**src/logic/bfa_pkg.sv**
```systemverilog
// Constants, codes and state encoding for the asynchronous flash controller
// What this block does
// [RQ1] After reset nothing runs until the mode input leaves disabled.
// [RQ2] Once enabled from reset, accesses run in asynchronous read/program mode.
// [RQ3] Mode code 0 disabled, 1 asynchronous, 2 burst read, 3 reserved.
// [RQ4] Flash timing rate is core clock, core clock over 2, or over 4.
// [RQ5] Clock code 1 full rate, 2 divide by 2, 3 divide by 4; 0 reserved.
// [RQ6] All latencies and pin timing count in selected flash clock periods.
// [RQ7] Software must set the clock code even for asynchronous operation.
// [RQ8] In asynchronous mode the flash clock pin is held low.
// [RQ9] Byte, half and word reads served; a word becomes two half reads.
// [RQ10] Only half-word writes reach the flash; others are dropped silently.
// [RQ11] Every access drives the address while pulsing address valid low.
// [RQ12] Multiplexed option also drives the address on the data bus.
// [RQ13] Write strobe asserts in the flash cycle after the address phase.
// [RQ14] Read output enable asserts one extra cycle later for bus turnaround.
// [RQ15] Address valid and strobe pulses last latency field plus one.
// [RQ16] A read ends at the rising edge of output enable.
// [RQ17] Write data and address stay driven briefly after the strobe rises.
// [RQ18] After a read the data bus stays unused for the release latency.
// [RQ19] Multiplexed bus: release latency idle cycles before a following access.
// [RQ20] Separate buses: a write may follow a read with no idle cycles.
// [RQ21] Release latency adds no delay to a read following a write.
// [RQ22] When enabled the block drives address, data and chip select.
// [RQ23] Strobes and select active low, ready active high; 25-bit address.
// [RQ24] Software routes the shared pins to this block before use.
// [RQ25] Chip select low from address phase until strobe ends, high between; the code keeps it low one more flash period after a write strobe.
package bfa_pkg;

	localparam logic [1:0] MODE_OFF = 2'h0;
	localparam logic [1:0] MODE_ASYNC = 2'h1;
	localparam logic [1:0] MODE_BURST = 2'h2;

	localparam logic [1:0] CLK_FULL = 2'h1;
	localparam logic [1:0] CLK_DIV2 = 2'h2;
	localparam logic [1:0] CLK_DIV4 = 2'h3;

	localparam logic [1:0] SIZE_BYTE = 2'h0;
	localparam logic [1:0] SIZE_HALF = 2'h1;
	localparam logic [1:0] SIZE_WORD = 2'h2;

	localparam int FLASH_ADDR_W = 25;
	localparam int FLASH_DATA_W = 16;
	localparam int REQ_ADDR_W = 28;
	localparam int AVL_W = 4;
	localparam int OEL_W = 2;

	localparam logic [1:0] DIV_CNT_RST = 2'h0;
	localparam logic [1:0] DIV_LAST_DIV4 = 2'h3;

	typedef enum logic [2:0] {
		ST_IDLE = 3'b000,
		ST_WAIT = 3'b001,
		ST_ADDR = 3'b010,
		ST_TURN = 3'b011,
		ST_STRB = 3'b100,
		ST_HOLD = 3'b101,
		ST_RESP = 3'b110
	} bfa_state_e;

endpackage : bfa_pkg

```
**src/logic/bfa_clk_div.sv**
```systemverilog
// Divider that turns the core clock into a flash-period tick enable
`timescale 1ns/1ps
module bfa_clk_div (
	// Clock and reset
	input wire logic core_clk_i,
	input wire logic rstn_i,
	// Rate select
	input wire logic [1:0] sel_i,
	// One-cycle flash period enable
	output logic tick_o
);

	logic [1:0] cnt;
	logic [1:0] next_cnt;

	always_comb begin
		next_cnt = cnt + 2'h1;
		case (sel_i)
			bfa_pkg::CLK_FULL: tick_o = 1'b1; // [RQ4] [RQ5]
			bfa_pkg::CLK_DIV2: tick_o = cnt[0]; // [RQ4] [RQ5]
			// Reserved code runs at the slowest rate, the safe side for the flash
			default: tick_o = (cnt == bfa_pkg::DIV_LAST_DIV4); // [RQ4] [RQ5]
		endcase
	end

	always_ff @(posedge core_clk_i) begin
		if (!rstn_i) begin
			cnt <= bfa_pkg::DIV_CNT_RST;
		end else begin
			cnt <= next_cnt;
		end
	end

endmodule : bfa_clk_div

```
**src/logic/bfa_ctrl.sv**
```systemverilog
// Asynchronous-mode controller for an external 16-bit burst flash
`timescale 1ns/1ps
module bfa_ctrl #(
	parameter int AVL_W = bfa_pkg::AVL_W,
	parameter int OEL_W = bfa_pkg::OEL_W
) (
	// Clock and reset
	input wire logic core_clk_i,
	input wire logic rstn_i,
	// Configuration
	input wire logic [1:0] op_mode_field_i,
	input wire logic [1:0] clock_divider_field_i,
	input wire logic [AVL_W-1:0] addr_valid_latency_i,
	input wire logic [OEL_W-1:0] bus_release_latency_i,
	input wire logic mux_enable_i,
	// Request from on-chip masters
	input wire logic req_valid_i,
	output logic req_ready_o,
	input wire logic req_write_i,
	input wire logic [1:0] req_size_i,
	input wire logic [bfa_pkg::REQ_ADDR_W-1:0] req_addr_i,
	input wire logic [31:0] req_wdata_i,
	// Answer
	output logic resp_valid_o,
	output logic [31:0] resp_rdata_o,
	// Flash pins
	output logic flash_clk_out_o,
	output logic flash_select_n_o,
	output logic addr_valid_n_o,
	output logic addr_advance_n_o,
	output logic out_enable_n_o,
	output logic write_strobe_n_o,
	input wire logic flash_ready_in_i,
	output logic [bfa_pkg::FLASH_ADDR_W-1:0] flash_addr_o,
	output logic [bfa_pkg::FLASH_DATA_W-1:0] flash_data_o,
	output logic flash_data_oe_o,
	input wire logic [bfa_pkg::FLASH_DATA_W-1:0] flash_data_i
);

	////////////////////////////////////////////////////////////////////////////////////////////
	// Parameter checks

	if (AVL_W < 1 || AVL_W > 8 || OEL_W < 1 || OEL_W > 8) begin : g_chk
		$error("bfa_ctrl: latency widths must lie between 1 and 8");
	end

	// The flash address is the request's half-word address, so one more bit is needed
	if (bfa_pkg::REQ_ADDR_W < bfa_pkg::FLASH_ADDR_W + 1) begin : g_chk_addr
		$error("bfa_ctrl: request address too narrow for the flash address bus");
	end

	////////////////////////////////////////////////////////////////////////////////////////////
	// Flash period tick and counters

	logic tick;
	logic phase_load;
	logic [AVL_W-1:0] phase_val;
	logic phase_zero;
	logic rel_load;
	logic rel_zero;

	bfa_clk_div u_div (
		.core_clk_i(core_clk_i),
		.rstn_i(rstn_i),
		.sel_i(clock_divider_field_i),
		.tick_o(tick)
	);

	bfa_tick_cnt #(.W(AVL_W)) u_phase (
		.core_clk_i(core_clk_i),
		.rstn_i(rstn_i),
		.tick_i(tick),
		.load_i(phase_load),
		.load_val_i(phase_val),
		.zero_o(phase_zero)
	);

	bfa_tick_cnt #(.W(OEL_W)) u_release (
		.core_clk_i(core_clk_i),
		.rstn_i(rstn_i),
		.tick_i(tick),
		.load_i(rel_load),
		.load_val_i(bus_release_latency_i),
		.zero_o(rel_zero)
	);

	////////////////////////////////////////////////////////////////////////////////////////////
	// Access sequencer

	bfa_pkg::bfa_state_e state;
	bfa_pkg::bfa_state_e next_state;
	logic is_write;
	logic next_is_write;
	logic [1:0] size;
	logic [1:0] next_size;
	logic second;
	logic next_second;
	logic [bfa_pkg::REQ_ADDR_W-1:0] addr;
	logic [bfa_pkg::REQ_ADDR_W-1:0] next_addr;
	logic [15:0] wdata;
	logic [15:0] next_wdata;
	logic [31:0] rdata;
	logic [31:0] next_rdata;
	logic clk_phase;
	logic next_clk_phase;
	logic [15:0] rd_half;

	assign phase_val = addr_valid_latency_i; // [RQ15]
	assign req_ready_o = (state == bfa_pkg::ST_IDLE) && (op_mode_field_i != bfa_pkg::MODE_OFF); // [RQ1]
	assign resp_valid_o = (state == bfa_pkg::ST_RESP);
	assign resp_rdata_o = rdata;

	////////////////////////////////////////////////////////////////////////////////////////////
	// Read data steering

	// The ready input is not used here: asynchronous cycles are timed by the latency only
	always_comb begin
		rd_half = flash_data_i;
		if (size == bfa_pkg::SIZE_BYTE) begin
			rd_half = {8'h00, addr[0] ? flash_data_i[15:8] : flash_data_i[7:0]}; // [RQ9]
		end
	end

	always_comb begin
		next_state = state;
		next_is_write = is_write;
		next_size = size;
		next_second = second;
		next_addr = addr;
		next_wdata = wdata;
		next_rdata = rdata;
		phase_load = 1'b0;
		rel_load = 1'b0;
		case (state)
			bfa_pkg::ST_IDLE: begin
				if (req_valid_i && req_ready_o) begin
					next_is_write = req_write_i;
					next_size = req_size_i;
					next_second = 1'b0;
					next_addr = req_addr_i;
					next_wdata = req_wdata_i[15:0];
					next_rdata = 32'h0000_0000;
					if (op_mode_field_i != bfa_pkg::MODE_ASYNC) begin
						// Burst and reserved codes answer at once without any cycle
						next_state = bfa_pkg::ST_RESP; // [RQ2] [RQ3]
					end else if (req_write_i && req_size_i != bfa_pkg::SIZE_HALF) begin
						next_state = bfa_pkg::ST_RESP; // [RQ10]
					end else begin
						next_state = bfa_pkg::ST_WAIT;
					end
				end
			end
			bfa_pkg::ST_WAIT: begin
				// Separate buses skip the release wait and only wait for a tick; the flash drives only data pins
				if (tick && !(mux_enable_i && !rel_zero)) begin // [RQ19] [RQ20] [RQ21]
					next_state = bfa_pkg::ST_ADDR;
					phase_load = 1'b1; // [RQ15]
				end
			end
			bfa_pkg::ST_ADDR: begin
				if (tick && phase_zero) begin
					phase_load = 1'b1; // [RQ15]
					next_state = is_write ? bfa_pkg::ST_STRB : bfa_pkg::ST_TURN; // [RQ13] [RQ14]
				end
			end
			bfa_pkg::ST_TURN: begin
				if (tick) begin
					phase_load = 1'b1;
					next_state = bfa_pkg::ST_STRB; // [RQ14]
				end
			end
			bfa_pkg::ST_STRB: begin
				if (tick && phase_zero) begin
					if (is_write) begin
						next_state = bfa_pkg::ST_HOLD; // [RQ17]
					end else begin
						rel_load = 1'b1; // [RQ18]
						if (second) begin
							next_rdata = {rd_half, rdata[15:0]}; // [RQ9]
						end else begin
							next_rdata = {16'h0000, rd_half};
						end
						if (size == bfa_pkg::SIZE_WORD && !second) begin
							next_second = 1'b1; // [RQ9]
							next_addr = addr + bfa_pkg::REQ_ADDR_W'(2);
							next_state = bfa_pkg::ST_WAIT;
						end else begin
							next_state = bfa_pkg::ST_RESP; // [RQ16]
						end
					end
				end
			end
			bfa_pkg::ST_HOLD: begin
				if (tick) begin
					next_state = bfa_pkg::ST_RESP; // [RQ17]
				end
			end
			bfa_pkg::ST_RESP: begin
				next_state = bfa_pkg::ST_IDLE;
			end
			default: begin
				next_state = bfa_pkg::ST_IDLE;
			end
		endcase
	end

	always_ff @(posedge core_clk_i) begin
		if (!rstn_i) begin
			state <= bfa_pkg::ST_IDLE; // [RQ1]
			is_write <= 1'b0;
			size <= bfa_pkg::SIZE_BYTE;
			second <= 1'b0;
			addr <= '0;
			wdata <= 16'h0000;
			rdata <= 32'h0000_0000;
		end else begin
			state <= next_state;
			is_write <= next_is_write;
			size <= next_size;
			second <= next_second;
			addr <= next_addr;
			wdata <= next_wdata;
			rdata <= next_rdata;
		end
	end

	////////////////////////////////////////////////////////////////////////////////////////////
	// Pin drivers, registered from the next state so strobes and select change on tick edges

	logic next_cs_n;
	logic next_avd_n;
	logic next_oe_n;
	logic next_we_n;
	logic next_doe;
	logic [15:0] next_dout;
	logic [bfa_pkg::FLASH_ADDR_W-1:0] next_aout;

	always_comb begin
		next_cs_n = !(next_state inside {bfa_pkg::ST_ADDR, bfa_pkg::ST_TURN,
			bfa_pkg::ST_STRB, bfa_pkg::ST_HOLD}); // [RQ22] [RQ25]
		next_avd_n = (next_state != bfa_pkg::ST_ADDR); // [RQ11] [RQ23]
		next_oe_n = !(next_state == bfa_pkg::ST_STRB && !next_is_write); // [RQ14] [RQ16]
		next_we_n = !(next_state == bfa_pkg::ST_STRB && next_is_write); // [RQ13]
		next_aout = next_addr[bfa_pkg::FLASH_ADDR_W:1]; // [RQ11] [RQ23]
		next_doe = 1'b0;
		next_dout = 16'h0000;
		if (next_state == bfa_pkg::ST_ADDR && mux_enable_i) begin
			next_doe = 1'b1; // [RQ12]
			next_dout = next_addr[16:1]; // [RQ12]
		end else if (next_is_write && (next_state inside {bfa_pkg::ST_STRB,
			bfa_pkg::ST_HOLD})) begin
			next_doe = 1'b1; // [RQ17]
			next_dout = next_wdata;
		end
		// Only a burst clock toggles; at full rate it runs at half speed, a known limitation
		case (op_mode_field_i)
			bfa_pkg::MODE_BURST: begin
				if (tick) begin
					next_clk_phase = !clk_phase;
				end else begin
					next_clk_phase = clk_phase;
				end
			end
			default: begin
				// Disabled, asynchronous and reserved codes keep the pin low
				next_clk_phase = 1'b0; // [RQ8]
			end
		endcase
	end

	assign flash_clk_out_o = clk_phase;
	assign addr_advance_n_o = 1'b1; // [RQ23]

	always_ff @(posedge core_clk_i) begin
		if (!rstn_i) begin
			flash_select_n_o <= 1'b1;
			addr_valid_n_o <= 1'b1;
			out_enable_n_o <= 1'b1;
			write_strobe_n_o <= 1'b1;
			flash_addr_o <= '0;
			flash_data_o <= 16'h0000;
			flash_data_oe_o <= 1'b0;
			clk_phase <= 1'b0;
		end else begin
			flash_select_n_o <= next_cs_n;
			addr_valid_n_o <= next_avd_n;
			out_enable_n_o <= next_oe_n;
			write_strobe_n_o <= next_we_n;
			flash_addr_o <= next_aout;
			flash_data_o <= next_dout;
			flash_data_oe_o <= next_doe;
			clk_phase <= next_clk_phase;
		end
	end

endmodule : bfa_ctrl

```
**src/logic/bfa_tick_cnt.sv**
```systemverilog
// Loadable down counter that steps once per flash period
`timescale 1ns/1ps
module bfa_tick_cnt #(
	parameter int W = 4
) (
	// Clock and reset
	input wire logic core_clk_i,
	input wire logic rstn_i,
	// Control
	input wire logic tick_i,
	input wire logic load_i,
	input wire logic [W-1:0] load_val_i,
	// State
	output logic zero_o
);

	logic [W-1:0] count;
	logic [W-1:0] next_count;

	if (W < 1) begin : g_chk
		$error("bfa_tick_cnt: W must be at least 1");
	end

	always_comb begin
		next_count = count;
		if (load_i) begin
			next_count = load_val_i;
		end else if (tick_i && (count != '0)) begin
			next_count = count - W'(1); // [RQ6]
		end
	end

	assign zero_o = (count == '0);

	always_ff @(posedge core_clk_i) begin
		if (!rstn_i) begin
			count <= '0;
		end else begin
			count <= next_count;
		end
	end

endmodule : bfa_tick_cnt

```
**config.mk**
```make
export PLATFORM = sky130hd
export DESIGN_NAME = bfa_ctrl
export DESIGN_NICKNAME = d
export VERILOG_FILES = /design/src/logic/bfa_pkg.sv /design/src/logic/bfa_clk_div.sv /design/src/logic/bfa_ctrl.sv /design/src/logic/bfa_tick_cnt.sv
export SDC_FILE = /design/constraint.sdc
export NUM_CORES = 1
export LEC_CHECK = 0
export BUFFER_PORTS_ARGS = -buffer_cell sky130_fd_sc_hd__buf_2
export CORE_MARGIN = 10
export CORE_UTILIZATION = 35
export DETAILED_ROUTE_END_ITERATION = 7
export PLACE_DENSITY = 0.67
export SLEW_MARGIN = 25
export SYNTH_ARGS = -nofsm -noshare
export SYNTH_HDL_FRONTEND = slang
export SYNTH_HIERARCHICAL = 1
export SYNTH_SLANG_ARGS = --single-unit
```
**constraint.sdc**
```tcl
create_clock -name core_clk_i -period 8.3 [get_ports core_clk_i]
set_input_delay 0.83 -clock core_clk_i [delete_from_list [all_inputs] [get_ports core_clk_i]]
set_output_delay 0.83 -clock core_clk_i [all_outputs]
set_load 0.02 [all_outputs]
```
After elaboration in Yosys (flattened, before gate mapping)
Index checks and enable logic that the tools add are counted.
{"block": "word_totals", "register_bits": 113, "latch_bits": 0, "ramBits": 0, "rom_bits": 0, "input_bits": 94, "output_inout_bits": 82, "wordCells": 134, "mem_count": 0}
{"block": "classes", "addsub": 4, "n_mul": 0, "div": 0, "magnitude_cmp": 0, "eq_ne": 23, "shift": 0, "n_mux": 49, "bitwise": 0, "reduce_logical": 38}
{"op": "$mux W32", "count": 4}
{"op": "$mux W28", "count": 4}
{"op": "$mux W16", "count": 5}
{"op": "$pmux W32 S2", "count": 1}
{"op": "$pmux W28 S2", "count": 1}
{"op": "$mux W3", "count": 11}
{"op": "$add A28 B2 Y28 const B", "count": 1}
{"op": "$pmux W3 S6", "count": 1}
{"op": "$eq A3 B3 Y1 const B", "count": 5}
{"op": "$mux W1", "count": 14}
{"op": "$logic_and A1 B1 Y1", "count": 13}
{"op": "$eq A3 B2 Y1 const B", "count": 4}
{"op": "$reduce_bool A2 Y1", "count": 6}
{"op": "$reduce_and A5 Y1", "count": 2}
{"op": "$eq A2 B2 Y1 const B", "count": 4}
{"op": "$logic_not A1 Y1", "count": 8}
{"op": "$mux W4", "count": 2}
{"op": "$mux W8", "count": 1}
{"op": "$ne A2 B2 Y1 const B", "count": 4}
{"op": "$reduce_bool A4 Y1", "count": 2}
{"op": "$ne A2 B1 Y1 const B", "count": 3}
{"op": "$logic_not A2 Y1", "count": 2}
{"op": "$logic_not A4 Y1", "count": 1}
{"op": "$mux W2", "count": 2}
{"op": "other kinds (11)", "count": 13}

Longest topological paths before layout
{"block": "depth", "depth_word": 12, "mapped_depth": 13, "mapped_depth_nobuf": 11}

Cells and area by module
Netlist, hierarchy kept.
{"mod": "bfa_ctrl", "n_inst": 1, "cells_each": 560, "area_each_um2": 4778.3, "seq_area_each_um2": 2062.0}
{"mod": "bfa_tick_cnt (u_phase)", "n_inst": 1, "cells_each": 31, "area_each_um2": 256.5, "seq_area_each_um2": 80.1}
{"mod": "bfa_tick_cnt (u_release)", "n_inst": 1, "cells_each": 14, "area_each_um2": 122.6, "seq_area_each_um2": 40.0}
{"mod": "bfa_clk_div", "n_inst": 1, "cells_each": 12, "area_each_um2": 113.9, "seq_area_each_um2": 40.0}

Worst setup path before layout
No wires, ideal clock.
{"block": "synth_timing", "kind": "in2reg", "from": "input clock_divider_field_i[0]", "to": "register flash_data_o[1] (netlist bit)", "setup_time_ns": 0.136, "arrival_ns": 3.107, "required_ns": 8.164, "setup_slack_ns": 5.057, "cell_stages": 13, "n_path_buf": 3, "cell_sequence": "inv_1 ha_1 a211oi_1 a21oi_1 buf_2 and3b_1 and2_1 buf_4 o21ai_2 nor4b_4 and3_1 buf_4 a22oi_1"}
{"block": "synth_via", "elab_chain_len": 10, "elab_cells_between_ends": 21, "classes_between": "eq/ne: 5; mux: 11; reduce/logical: 5"}
{"item": "start: declaration", "line_no": "bfa_ctrl.sv:12", "rtl": "input wire logic [1:0] clock_divider_field_i,"}
{"item": "$eq A2 B2 Y1 or $eq A2 B1 Y1 (tied branches)", "line_no": "bfa_clk_div.sv:18", "rtl": "case (sel_i)"}
{"item": "$pmux W1 S2 (*)", "line_no": "bfa_clk_div.sv:18"}
{"item": "named net tick", "line_no": "bfa_ctrl.sv:55", "rtl": "logic tick;"}
{"item": "$logic_and A1 B1 Y1, on equally long branches", "line_no": "bfa_ctrl.sv:161, bfa_ctrl.sv:173, bfa_ctrl.sv:155"}
{"item": "$mux W3, on equally long branches", "line_no": "bfa_ctrl.sv:173, bfa_ctrl.sv:155, bfa_ctrl.sv:161"}
{"item": "$pmux W3 S6", "line_no": "bfa_ctrl.sv:134", "rtl": "case (state)"}
{"item": "$eq A3 B3 Y1", "line_no": "bfa_ctrl.sv:250", "rtl": "end else if (next_is_write && (next_state inside {bfa_pkg::ST_STRB,"}
{"item": "$reduce_bool A2 Y1", "line_no": "bfa_ctrl.sv:250"}
{"item": "$logic_and A1 B1 Y1", "line_no": "bfa_ctrl.sv:250"}
{"item": "$mux W16", "line_no": "bfa_ctrl.sv:250"}
{"item": "$mux W16 (*)", "line_no": "bfa_ctrl.sv:247", "rtl": "if (next_state == bfa_pkg::ST_ADDR && mux_enable_i) begin"}
{"item": "end signal: assignment", "line_no": "bfa_ctrl.sv:290", "rtl": "flash_data_o <= next_dout;"}
{"item": "end: declaration", "line_no": "bfa_ctrl.sv:35", "rtl": "output logic [bfa_pkg::FLASH_DATA_W-1:0] flash_data_o,"}
Mark *: on every way through the listed nets, which the timed path passes. The rest lies on a longest branch. The select of a mux whose other input is x is not followed.
A chain may end at the register's enable or synchronous reset.

Final worst setup path
{"block": "layout_timing", "from": "input clock_divider_field_i[0]", "to": "register flash_data_o[8] (netlist bit)"}
The elaborated chain is that of the path after synthesis.

==> impl_metrics.env <==
export IMPL_overflow=0
export IMPL_place_gp_congestion=0.881
export IMPL_synth_top_family_by_area="simple AND/OR/NAND/NOR gates"
export IMPL_status="finished, final reports clean"
export IMPL_synth_simple_area_share_pct=23.9
export IMPL_r2r_start="u_phase/count[0]"
export IMPL_crit_arrival_ns=3.68
export IMPL_antennaDiodeCount=0
export IMPL_path_clk_slew_ns=0.07
export IMPL_switching_share_pct=37.0
export IMPL_critPathKind="in -> reg"
export IMPL_synthXorXnorAreaFrac_pct=0.997
export IMPL_max_freq_mhz=295
export IMPL_routed_wl_um=16100
export IMPL_clock_sinks=111
export IMPL_synth_mux_area_share_pct=2.87
export IMPL_rows=44
export IMPL_timing_final_crit_share_pct=40.8
export IMPL_cts_root_buf="clkbuf_16"
export IMPL_tightest_slew_ns=0.858
export IMPL_crit_chain="buf_2 -> inv_1 -> ha_1 -> a211oi_1 -> a21oi_1 -> buf_4 -> and3b_1 -> and2_1 -> o21ai_2 -> nor4b_4 -> and3_1 -> a22o_1"
export IMPL_cts_tree="built"
export IMPL_antenna_found_initial=0
export IMPL_cp_max_fo=16
export IMPL_synth_cell_type_count=77
export IMPL_final_cell_mix="buf_2 (155), dfxtp_1 (111), nand2_1 (93), a21oi_1 (52), nor2_1 (44)"
export IMPL_clk_latency_ns=0.36
export IMPL_drc_errors=0
export IMPL_synth_adder_area_share_pct=1.42
export IMPL_grt_start_max_net_pins=49
export IMPL_synth_nets=717
export IMPL_ctsHoldBuffers=0
export IMPL_seqPwrFrac_pct=42.0
export IMPL_setup_viol=0
export IMPL_synth_warnings=6
export IMPL_p_leak_nw=2.64
export IMPL_reg2reg_slack_ns=5.13
export IMPL_layout_commonest_cell="buf_2"
export IMPL_crit_path_end_kind="flip-flop"
export IMPL_tns_ns=0
export IMPL_finalHoldViolations=0
export IMPL_die_width_um=143
export IMPL_hp_class="reg -> reg"
export IMPL_crit_buf_inv=3
export IMPL_ys_seq_elements=111
export IMPL_cts_max_path_buffers=2
export IMPL_hpwl_um=12100
export IMPL_vias=4818
export IMPL_critPathTopFamily="simple AND/OR/NAND/NOR gates"
export IMPL_syn2layout_area_growth_pct=18.6
export IMPL_p_comb_share_pct=31.3
export IMPL_cts_setup_buffers=0
export IMPL_grt_pass1_wl_um=25400
export IMPL_p_clk_share_pct=26.7
export IMPL_drive_gt1_share_pct=27.3
export IMPL_fin_crit_ns=3.39
export IMPL_power_mw=1.55
export IMPL_critical_path_depth=12
export IMPL_vdd_drop_max_v=0.000113
export IMPL_max_slew_margin_pct=42.7
export IMPL_drt_first_iter_violations=299
export IMPL_cellPowerDensity_nw_per_um2=249
export IMPL_wl_per_cell_um=17.5
export IMPL_ys_flop_type="dfxtp_1"
export IMPL_io_buffers=155
export IMPL_r2r_cells=10
export IMPL_first_pass_iters=5
export IMPL_crit_end="flash_data_o[8]"
export IMPL_rsz0062_at_grt="no"
export IMPL_finClkSkew_ns=0.00779
export IMPL_grt_pass1_vias=4671
export IMPL_syn_area_um2=5270
export IMPL_pin_count=176
export IMPL_fill_cells=1497
export IMPL_crit_slowest_cell="and3_1"
export IMPL_die_h_um=143
export IMPL_via_per_inst=5.24
export IMPL_maxSlewViolCount=0
export IMPL_r2r_end="flash_data_o[8]"
export IMPL_postSynthAreaPerCell_um2=8.54
export IMPL_start_util_pct=36.0
export IMPL_drv_cap=0
export IMPL_cts_htree_levels=3
export IMPL_synth_edff_count=0
export IMPL_coreArea_um2=14600
export IMPL_antenna_left=0
export IMPL_internal_power_mw=0.980
export IMPL_cpPeakStageDelay_ns=0.53
export IMPL_grt_usage_pct=15.7
export IMPL_synthCells=617
export IMPL_cts_resized=0
export IMPL_start_kind="input pin"
export IMPL_die_area_um2=20400
export IMPL_seq_area_frac_synth_pct=42.2
export IMPL_critical_path_required_ns=8.59
export IMPL_ys_async_sr_fraction_pct=0
export IMPL_synth_compound_area_share_pct=20.5
export IMPL_numCtsBuffers=9
export IMPL_crit_path_start="clock_divider_field_i[0]"
export IMPL_p_switching_mw=0.575
export IMPL_nets=830
## worst min path at each step
stage / endpoint / from / depth (start not counted) / slack, ns
detailed placement: resp_rdata_o[6] / resp_rdata_o[6] / 2 / 0.44
global route: resp_rdata_o[30] / resp_rdata_o[30] / 2 / 0.48
global placement: resp_rdata_o[2] / resp_rdata_o[2] / 2 / 0.43
floorplan: u_div/cnt[0] / u_div/cnt[0] / 1 / 0.42
finish: resp_rdata_o[2] / resp_rdata_o[2] / 2 / 0.45
CTS: u_div/cnt[0] / u_div/cnt[0] / 1 / 0.45
## sequential cells by signal, indices dropped and copies added (netlist names)
| signal | cells |
|---|---|
| flash_data_oe_o | 1 |
| wdata | 16 |
| flash_select_n_o | 1 |
| u_release/count | 2 |
| write_strobe_n_o | 1 |
| addr | 26 |
| flash_data_o | 16 |
| is_write | 1 |
| second | 1 |
| size | 2 |
| flash_clk_out_o | 1 |
| state | 3 |
| u_phase/count | 4 |
| u_div/cnt | 2 |
| out_enable_n_o | 1 |
| resp_rdata_o | 32 |
| addr_valid_n_o | 1 |
## through the flow
step / util, % / hold slack, ns / setup slack (ns) / cell area, um2 / instances
2_1_floorplan: - / 0.421 / 5.06 / 5270 / 617
3_3_place_gp: 40.8 / 0.431 / 4.45 / 5970 / 903
3_5_place_dp: 40.8 / 0.441 / 4.55 / 5970 / 903
4_1_cts: 42.7 / 0.454 / 4.91 / 6250 / 919
5_1_grt: 42.7 / 0.477 / 4.65 / 6250 / 919
6_report: 42.7 / 0.453 / 4.91 / 6250 / 919
## cell type report
cell class / count / area, um2 / share of cell area, %
Clock buffer: 9 / 225 / 3.60
Clock inverter: 7 / 55.1 / 0.881
Inverter: 20 / 76.3 / 1.22
Multi-Input combinational cell: 429 / 2640 / 42.2
Sequential cell: 111 / 2220 / 35.5
Tap cell: 184 / 230 / 3.68
Timing Repair Buffer: 159 / 806 / 12.9
## synthesized netlist by cell type, types with 4 or more instances
master    number  area share [%]
dfxtp_1      111              42
nand2_1       93             6.6
a21oi_1       53             5.0
nor2_1        44             3.1
buf_4         31             4.4
o21ai_0       22             2.1
nand3_1       21             2.0
inv_1         18             1.3
mux2i_1       14             2.7
nand4_1       14             1.7
clkbuf_1      13            0.93
buf_2         12             1.1
nor3_1        12             1.1
a211oi_1      11             1.6
a22o_1        11             1.8
and3_1        10             1.2
nand2b_1      10             1.2
a22oi_1        9             1.3
ha_1           6             1.4
o21a_1         5            0.71
a21o_1         4            0.57
and2_1         4            0.47
o211ai_1       4            0.57
or4_1          4            0.57
xnor2_1        4            0.66
## power groups by stage
stage	Sequential, mW	Combinational, mW	Clock [mW]
floorplan	0.679	0.348	0
global placement	0.664	0.483	0
detailed placement	0.665	0.489	0
CTS	0.653	0.491	0.428
global route	0.662	0.539	0.451
finish	0.653	0.486	0.415
## tightest hold or removal path: cells and delay by family, from the launching register on
kind / cells / cell delay [ns]
compound gates: 1 / 0.05
flops: 1 / 0.33
simple gates: 1 / 0.04
## per-layer routing
layer  GRT usage, %  up-vias  part of all wire, %
met4           3.96        0                 0.96
met5              0        -                    0
met3           5.67        9                  8.5
li1               -     2421                    -
met1           20.1     2226                   46
met2           24.5      162                   45
## kinds of logic (layout without fill, tap and decap cells)
logic type	count (synthesis)	count (layout)
simple gates	241	241
flops	111	111
other cells	1	1
fa+ha+maj	6	6
xor+xnor	6	6
buf+inv	77	195
mux	15	15
compound gates	160	160
Note: power is estimated with default switching activity, not from simulation.
